===== config.mk =====
export PLATFORM = sky130hd
export DESIGN_NAME = sibc_upper_regs
export DESIGN_NICKNAME = d
export VERILOG_FILES = /design/src/sibc_len_reg.v /design/src/sibc_upper_regs.v
export VERILOG_INCLUDE_DIRS = /design/src
export SDC_FILE = /design/constraint.sdc
export NUM_CORES = 1
export LEC_CHECK = 0
export BUFFER_PORTS_ARGS = -buffer_cell sky130_fd_sc_hd__buf_4
export CAP_MARGIN = 10
export CELL_PAD_IN_SITES_DETAIL_PLACEMENT = 0
export CELL_PAD_IN_SITES_GLOBAL_PLACEMENT = 1
export CORE_MARGIN = 3
export CORE_UTILIZATION = 37
export CTS_CLUSTER_SIZE = 20
export DETAILED_ROUTE_END_ITERATION = 8
export PLACE_DENSITY_LB_ADDON = 0.1
export SLEW_MARGIN = 20
export SYNTH_ARGS = -nofsm -noshare
export SYNTH_HDL_FRONTEND = slang
export SYNTH_HIERARCHICAL = 1
export SYNTH_SLANG_ARGS = --single-unit

===== constraint.sdc =====
create_clock -name clk -period 1.8 [get_ports clk]
set_input_delay 0.09 -clock clk [delete_from_list [all_inputs] [get_ports clk]]
set_output_delay 0.09 -clock clk [all_outputs]
set_load 0.02 [all_outputs]

===== src/sibc_regs.vh =====
/*
 upper configuration bytes of a clock buffer: byte indices, field positions,
 reset values. assumes byte-indexed access by an smbus protocol engine.
*/
`ifndef SIBC_REGS_VH
`define SIBC_REGS_VH
// ----------------------------------------
// byte indices
// ----------------------------------------
`define SIBC_IDX_RSVD_A 8'h04
`define SIBC_IDX_VENDOR_REV 8'h05
`define SIBC_IDX_PART_ID 8'h06
`define SIBC_IDX_READ_LEN 8'h07
`define SIBC_IDX_RSVD_B 8'h08
// ----------------------------------------
// fields and reset values
// ----------------------------------------
`define SIBC_REV_MSB 7
`define SIBC_REV_LSB 4
`define SIBC_MAKER_MSB 3
`define SIBC_MAKER_LSB 0
`define SIBC_LEN_MSB 4
`define SIBC_LEN_LSB 0
`define SIBC_LEN_RESET 5'h08
`define SIBC_RSVD_VALUE 8'h00
`endif


===== src/sibc_len_reg.v =====
/*
 five-bit read length register held in byte 7.
 assumes write strobes come from logic on clk.
*/
`timescale 1ns/1ps
`default_nettype none
`include "sibc_regs.vh"
module sibc_len_reg (
   input wire clk,
   input wire rstn,
   input wire wr_en,
   input wire [4:0] wr_data,
   output reg [4:0] len
);
   always @(posedge clk or negedge rstn) begin
      if (!rstn) begin
         len <= `SIBC_LEN_RESET;
      end else if (wr_en) begin
         len <= wr_data;
      end
   end
endmodule // sibc_len_reg
`default_nettype wire


===== src/sibc_upper_regs.v =====
/*
 byte-indexed upper configuration bytes 4..8 and block read sequencing.
 assumes an smbus engine on clk that presents byte index, write strobes
 and per-byte read requests; the engine handles bits, acks and addresses.
*/
`timescale 1ns/1ps
`default_nettype none
`include "sibc_regs.vh"
// Behaviour
// - byte 7 holds a five-bit writable length field in bits 4..0, bits 7..5 read zero.
// - the written length sets how many bytes a later block read returns.
// - after reset the length is 8 so a block read returns nine bytes.
// - byte 5 is read-only revision in bits 7..4 and maker code in bits 3..0.
// - a block read sends the count first, then bytes from the start index onward.
module sibc_upper_regs #(
   parameter [3:0] SILICON_REV = 4'h0, // arbitrary value
   parameter [3:0] MAKER_CODE = 4'h0, // arbitrary value
   parameter [7:0] PART_CODE = 8'h00 // arbitrary value
) (
   input wire clk,
   input wire rstn,
   input wire wr_en,
   input wire [7:0] wr_index,
   input wire [7:0] wr_data,
   input wire blk_start,
   input wire [7:0] blk_index,
   input wire byte_req,
   output reg [7:0] rd_data,
   output reg rd_valid,
   output reg rd_is_count,
   output reg [7:0] rd_index,
   output wire [4:0] read_len,
   output reg blk_busy
);
   // ----------------------------------------
   // byte decode
   // ----------------------------------------
   function [7:0] byte_at;
      input [7:0] idx;
      input [4:0] len;
      begin
         case (idx)
            `SIBC_IDX_VENDOR_REV: byte_at = {SILICON_REV, MAKER_CODE};
            `SIBC_IDX_PART_ID: byte_at = PART_CODE;
            `SIBC_IDX_READ_LEN: byte_at = {3'h0, len};
            default: byte_at = `SIBC_RSVD_VALUE;
         endcase
      end
   endfunction

   wire len_wr = wr_en && (wr_index == `SIBC_IDX_READ_LEN);
   sibc_len_reg u_len (
      .clk(clk),
      .rstn(rstn),
      .wr_en(len_wr),
      .wr_data(wr_data[`SIBC_LEN_MSB:`SIBC_LEN_LSB]),
      .len(read_len)
   );

   // ----------------------------------------
   // block read sequencer
   // ----------------------------------------
   localparam [2:0] ST_IDLE = 3'h1;
   localparam [2:0] ST_COUNT = 3'h2;
   localparam [2:0] ST_DATA = 3'h4;
   reg [2:0] state;
   reg [7:0] cur_index;
   reg [4:0] left;
   reg [4:0] blk_len;
   reg [2:0] next_state;
   always @* begin
      next_state = state;
      case (state)
         ST_IDLE: begin
            if (blk_start) next_state = ST_COUNT;
         end
         ST_COUNT: begin
            if (byte_req) next_state = ST_DATA;
         end
         ST_DATA: begin
            if (byte_req && left == 5'h00) next_state = ST_IDLE;
         end
         default: next_state = ST_IDLE;
      endcase
   end
   // count sampled at start so a mid-read write cannot change this read's count or byte total; byte 7 data uses live read_len
   always @(posedge clk or negedge rstn) begin
      if (!rstn) begin
         state <= ST_IDLE;
         cur_index <= 8'h00;
         left <= 5'h00;
         blk_len <= 5'h00;
         rd_data <= 8'h00;
         rd_valid <= 1'b0;
         rd_is_count <= 1'b0;
         rd_index <= 8'h00;
         blk_busy <= 1'b0;
      end else begin
         state <= next_state;
         rd_valid <= 1'b0;
         rd_is_count <= 1'b0;
         blk_busy <= (next_state != ST_IDLE);
         case (state)
            ST_IDLE: begin
               if (blk_start) begin
                  cur_index <= blk_index;
                  blk_len <= read_len;
               end
            end
            ST_COUNT: begin
               if (byte_req) begin
                  // a count of n sends n+1 bytes, matching the nine-byte default
                  rd_data <= {3'h0, blk_len};
                  rd_valid <= 1'b1;
                  rd_is_count <= 1'b1;
                  left <= blk_len;
               end
            end
            ST_DATA: begin
               if (byte_req) begin
                  rd_data <= byte_at(cur_index, read_len);
                  rd_index <= cur_index;
                  rd_valid <= 1'b1;
                  cur_index <= cur_index + 8'h01;
                  left <= left - 5'h01;
               end
            end
            default: begin
               rd_valid <= 1'b0;
            end
         endcase
      end
   end
endmodule // sibc_upper_regs
`default_nettype wire


# Yosys cells after proc, flatten, opt, wreduce, memory -nomap -nowiden
# Index checks and enable logic that the tools add are counted.
[word_totals] wordCells=48 ff_bits=45 in_bits=29 output_inout_bits=24
[op_classes] n_addsub=2 n_reduce_logical=10 n_mux=17 n_eq_ne=9
[op_table] op="2-to-1 mux 8 bit" count=4
[op_table] op="one-hot mux 8 bit (2 select lines)" count=2
[op_table] op="== test 8 x 3 -> 1 bit (second input constant)" count=2
[op_table] op="2-to-1 mux 5 bit" count=3
[op_table] op="one-hot mux 5 bit (2 select lines)" count=1
[op_table] op="2-to-1 mux 3 bit" count=3
[op_table] op="one-hot mux 3 bit (3 select lines)" count=1
[op_table] op="adder 8 x 1 -> 8 bit (second input constant)" count=1
[op_table] op="inequality test 2 bit (second input constant)" count=3
[op_table] op="AND reduction 3 bit" count=2
[op_table] op="zero test 5 bit" count=1
[op_table] op="subtractor 5 x 1 -> 5 bit (second input constant)" count=1
[op_table] op="AND reduction 2 bit" count=2
[op_table] op="nonzero test 2 bit" count=2
[op_table] op="== test 3 x 1 -> 1 bit (second input constant)" count=1
[op_table] op="== test 3 x 2 -> 1 bit (second input constant)" count=1
[op_table] op="== test 3 bit (second input constant)" count=1
[op_table] op="2-to-1 mux 1 bit" count=3
[op_table] op="inequality test 3 x 1 -> 1 bit (second input constant)" count=1
[op_table] op="logical AND 1 bit" count=2
[op_table] op="OR reduction 2 bit" count=1

# Depth between registers and ports, before layout
[depth] depth_word=5 depth_mapped=6

# Hierarchy
# The synthesis kept the hierarchy.
[by_module_without_submodules] module="sibc_upper_regs" instances=1 seq_area_each_um2=927.1 cells_each=186 area_per_inst_um2=1866.8
[by_module_without_submodules] module="sibc_len_reg" instances=1 seq_area_each_um2=126.4 cells_each=10 area_per_inst_um2=182.7

# Worst setup path before layout
# No wires, ideal clock.
[synth_path] path_type="reg2reg" start="register state[0]" end="register blk_len[1]" path_buffers=0 required_ns=1.675 path_stages_with_launch=4 setup_time_ns=0.125 t_arrival_ns=1.426 path_slack_ns=0.249 path_cell_list="dfstp_2 nand2_1 nor3_1 mux2_2"
[synth_between] elab_chain_len=2
[synth_rtl] element="from (decl)" line_no="sibc_upper_regs.v:66" rtl="reg [2:0] state;"
[synth_rtl] element="from (signal assigned)" line_no="sibc_upper_regs.v:99" rtl="state <= next_state;"
[synth_rtl] element="== test 3 x 1 -> 1 bit" line_no="sibc_upper_regs.v:103" rtl="case (state)"
[synth_rtl] element="AND reduction 2 bit (no line)"
[synth_rtl] element="to (signal assigned)" line_no="sibc_upper_regs.v:107" rtl="blk_len <= read_len;"
[synth_rtl] element="to (decl)" line_no="sibc_upper_regs.v:69" rtl="reg [4:0] blk_len;"
# No other way between the ends.
# A chain may end at the register's enable or synchronous reset.

# Final worst setup path
[layout_path] start="register cur_index[5]" end="register rd_data[1]"
[layout_between] elab_chain_len=4
[layout_rtl] element="from (decl)" line_no="sibc_upper_regs.v:67" rtl="reg [7:0] cur_index;"
[layout_rtl] element="from (signal assigned)" line_no="sibc_upper_regs.v:106" rtl="cur_index <= blk_index;"
[layout_rtl] element="from (signal assigned)" line_no="sibc_upper_regs.v:124" rtl="cur_index <= cur_index + 8'h01;"
[layout_rtl] element="== test 8 x 3 -> 1 bit" line_no="sibc_upper_regs.v:42" rtl="case (idx)"
[layout_rtl] element="2-to-1 mux 5 bit" line_no="sibc_upper_regs.v:42"
[layout_rtl] element="2-to-1 mux 8 bit" line_no="sibc_upper_regs.v:120" rtl="if (byte_req) begin"
[layout_rtl] element="one-hot mux 8 bit (2 select lines)" line_no="sibc_upper_regs.v:103"
[layout_rtl] element="to (signal assigned)" line_no="sibc_upper_regs.v:113" rtl="rd_data <= {3'h0, blk_len};"
[layout_rtl] element="to (signal assigned)" line_no="sibc_upper_regs.v:121" rtl="rd_data <= byte_at(cur_index, read_len);"
[layout_rtl] element="to (decl)" line_no="sibc_upper_regs.v:28" rtl="output reg [7:0] rd_data,"
# No other way between the ends. The select of a mux whose other input is x is not followed.

==> metrics.md <==
| Metric | Value |
|---|---|
| Static leakage | `around 1.2 nW` |
| Post-synth EDFFs | `0` |
| Final Hold Slack | `0.0288 ns` |
| Largest net degree at the start of global routing | `43` |
| Cells resized by post-CTS repair | `0` |
| Skew final | `0.00710 ns` |
| CTS tree | `done` |
| Via count | `~1600` |
| Worst hold path stage count | `2` |
| Total die area | `around 6500 sq um` |
| # nets final | `286` |
| Part of the Yosys area used for sequential elements | `51.4%` |
| Net Switching | `approximately 1.4 mW` |
| Clock latency on the worst-skew pair | `0.29 ns` |
| Portion of the clock cycle consumed by the worst path in the final layout | `92.9%` |
| Synth warnings | `6` |
| Proportion of layout cells with a drive suffix above 1 | `between 30 and 40%` |
| Number of DRC markers in iteration 0 | `between 100 and 150` |
| Primary FF master, synth | `dfrtp_1` |
| Critical Path RT | `2.01 ns` |
| Most frequent cells in the layout | `buf_4, dfrtp_1, a21oi_1, mux2_2, nor2_1` |
| Clock transition at the registers of the reported paths | `0.08 ns` |
| DRT antenna net count | `0` |
| Startpoint-to-endpoint class of the critical path | `reg2reg` |
| Global-route wire length before repair | `7810 um` |
| DRC viols | `0` |
| Total routing usage reported by global routing | `15.6%` |
| CTS Buffer Depth | `2` |
| Diode insertion count for antenna repair | `0` |
| Number of cells in the design after placement | `about 320` |
| Last weighted congestion value of the routability-driven placer | `about 0.76` |
| Final Critical Period | `1.67 ns` |
| Power per standard cell area | `1400 nW/um^2` |
| Hold buffers post-CTS | `1` |
| Drt total wl | `4450 um` |
| Finish-stage setup viols | `0` |
| Number of slew-limit violations in the final report | `0` |
| Post-detail-place hpwl | `3250 um` |
| CP max stage cell | `or4_1` |
| Horizontal die dimension | `80.4 um` |
| Most frequent standard cell in the layout excluding fill and tap cells | `buf_4` |
| Max-cap violations | `0` |
| Clock group share of total power | `16.7%` |
| Total CTS buffers | `5` |
| Antenna violations before repair | `0` |
| Total global routing overflow | `0` |
| Maximum fanout count along the critical path | `5` |
| Length in cells of the worst reg-to-reg path | `4` |
| Setup repair after global routing missed its margin | `no` |
| Element type at the critical path start | `flip-flop` |
| Switching part of the total power | `37.6%` |
| Area of the mapped netlist | `2050 sq um` |
| Post CTS Setup Buffer Count | `0` |
| Number of non-filler instances in the completed layout | `325` |
| Cell internal power dissipation | `2.29 mW` |
| Transition time at the pin with the least slew margin | `0.537 ns` |
| Sequential share of power | `42.6%` |
| Via count of the first global-routing pass | `1618` |
| Worst slew margin relative to its limit | `64.2%` |
| Fmax achieved | `598 MHz` |
| Hold/Removal Path Class | `in2reg` |
| Floorplan core area | `5240 sq um` |
| Total number of H-tree levels | `2` |
| Outcome | `completed` |
| Ordered cell list for the critical path | `or4_1 -> nor4_4 -> nand2_1 -> a31oi_1` |
| IR drop worst, VDD | `635 uV` |
| Post-synthesis area per instance | `10.5 sq um` |
| Worst path arrival time | `around 1.9 ns` |
| Total of flip-flops plus latches after synthesis | `42` |
| Initial standard-cell utilization of the core | `39.1%` |
| Footprint of the flip-flops and latches | `between 1000 and 1500 sq um` |
| Post-synth ARST share | `100%` |
| Number of vias per cell | `approximately 5.0` |
| Library cells used by synthesis | `40` |
| Port-buffer cells | `46` |
| Final setup TNS | `0 ns` |
| Category of the worst setup path capture point | `flip-flop` |
| Layout Area Growth over Synthesis | `27.6%` |
| Count of fill cells added during filler insertion | `518` |
| Die span in y | `roughly 80 um` |
| Final hold violation count | `0` |
| Root Buffer Master | `clkbuf_8` |
| Post-DR wirelength/cell | `13.7 um` |
| Number of ports placed on the die boundary | `53` |
| Gate power share | `40.7%` |
| Synthesized instance count | `approximately 200` |
| Clock net sink count | `42` |
| Longest individual stage delay on the worst path | `~0.57 ns` |
| Detailed Routing Iterations Pass 1 | `4` |
| Area taken by multi-input logic gates | `between 900 and 1000 sq um` |
| FP Rows | `26` |
[Yosys cell counts, drive strengths merged, types with 4 or more instances]
library cell / count / area (sq um)
dfrtp: 40 / 1000
a21oi: 21 / 109
mux2: 17 / 191
nor2: 17 / 66.3
nand2: 14 / 52.6
o21ai: 14 / 70.1
buf: 9 / 58.8
a31oi: 5 / 31.3
inv: 5 / 18.8
nand2b: 4 / 25.0
nand3: 4 / 20.0
nor3b: 4 / 35.0
or2: 4 / 25.0
[state kept, by name (all words and copies together) (netlist names)]
register / cells
state: 3
left: 5
cur_index: 8
blk_busy: 1
u_len/len: 5
rd_index: 8
blk_len: 5
rd_data: 5
rd_valid: 1
rd_is_count: 1
[critical path: cells and delay by family (launching register included)]
family | cells | cell delay, ns
flops | 1 | 0.42
compound gates | 1 | 0.19
simple gates | 3 | 0.99
[per-layer routing]
layer  share of wire [%]  vias up  wire length, um  global-route usage, %
li1                    -      812                -                      -
met1                  50      769             2210                   22.7
met2                  42       50             1880                   22.2
met3                 6.8        6              301                   4.71
met4                 1.4        0               63                   4.56
met5                   0        -                0                      0
[layout make-up]
class                   count  share of cell area (%)
well taps                  70                    3.35
multi-input cells         142                    35.4
clock buffers               7                    3.30
flip-flops and latches     42                    40.3
repair buffers             58                    16.7
clock inverters             1                   0.191
inverters                   5                   0.718
[stage by stage]
step	setup WS, ns	power, mW	cell area, sq um	utilization (%)
floorplan	0.249	2.51	2060	-
global placement	0.183	3.07	2510	48.0
detailed placement	0.147	3.08	2510	48.0
CTS	0.107	3.72	2620	49.9
global route	0.0644	4.00	2620	49.9
finish	0.128	3.66	2620	49.9
[power by group through the flow]
stage	clock network, mW	registers, mW	logic [mW]
final	0.612	1.56	1.49
after global routing	0.695	1.62	1.68
after CTS	0.638	1.56	1.51
after detailed placement	0	1.58	1.50
after global placement	0	1.58	1.49
after floorplan	0	1.70	0.803
[final timing paths]
check                                          from                  endpoint  slack (ns)
setup / recovery           cur_index[5]$_DFFE_PN0P_    rd_data[1]$_DFFE_PN0P_        0.13
hold / removal                           wr_data[2]  u_len/len[2]$_DFFE_PN0P_        0.03
setup reg to reg           cur_index[5]$_DFFE_PN0P_    rd_data[1]$_DFFE_PN0P_        0.13
hold reg to reg             rd_index[2]$_DFFE_PN0P_   rd_index[2]$_DFFE_PN0P_        0.51
max in group asynchronous                      rstn  u_len/len[3]$_DFFE_PN1P_        1.10
min in group asynchronous                      rstn        state[2]$_DFF_PN0_        0.32
[cell families after synthesis]
logic type | after synthesis | share of synthesized area, %
simple gates | 63 | 17.0
compound gates | 53 | 15.0
flops | 42 | 51.4
mux | 20 | 10.8
buf+inv | 14 | 3.78
fa+ha+maj | 3 | 1.83
other cells | 1 | 0.183
Note: power is estimated with default switching activity, not from simulation.
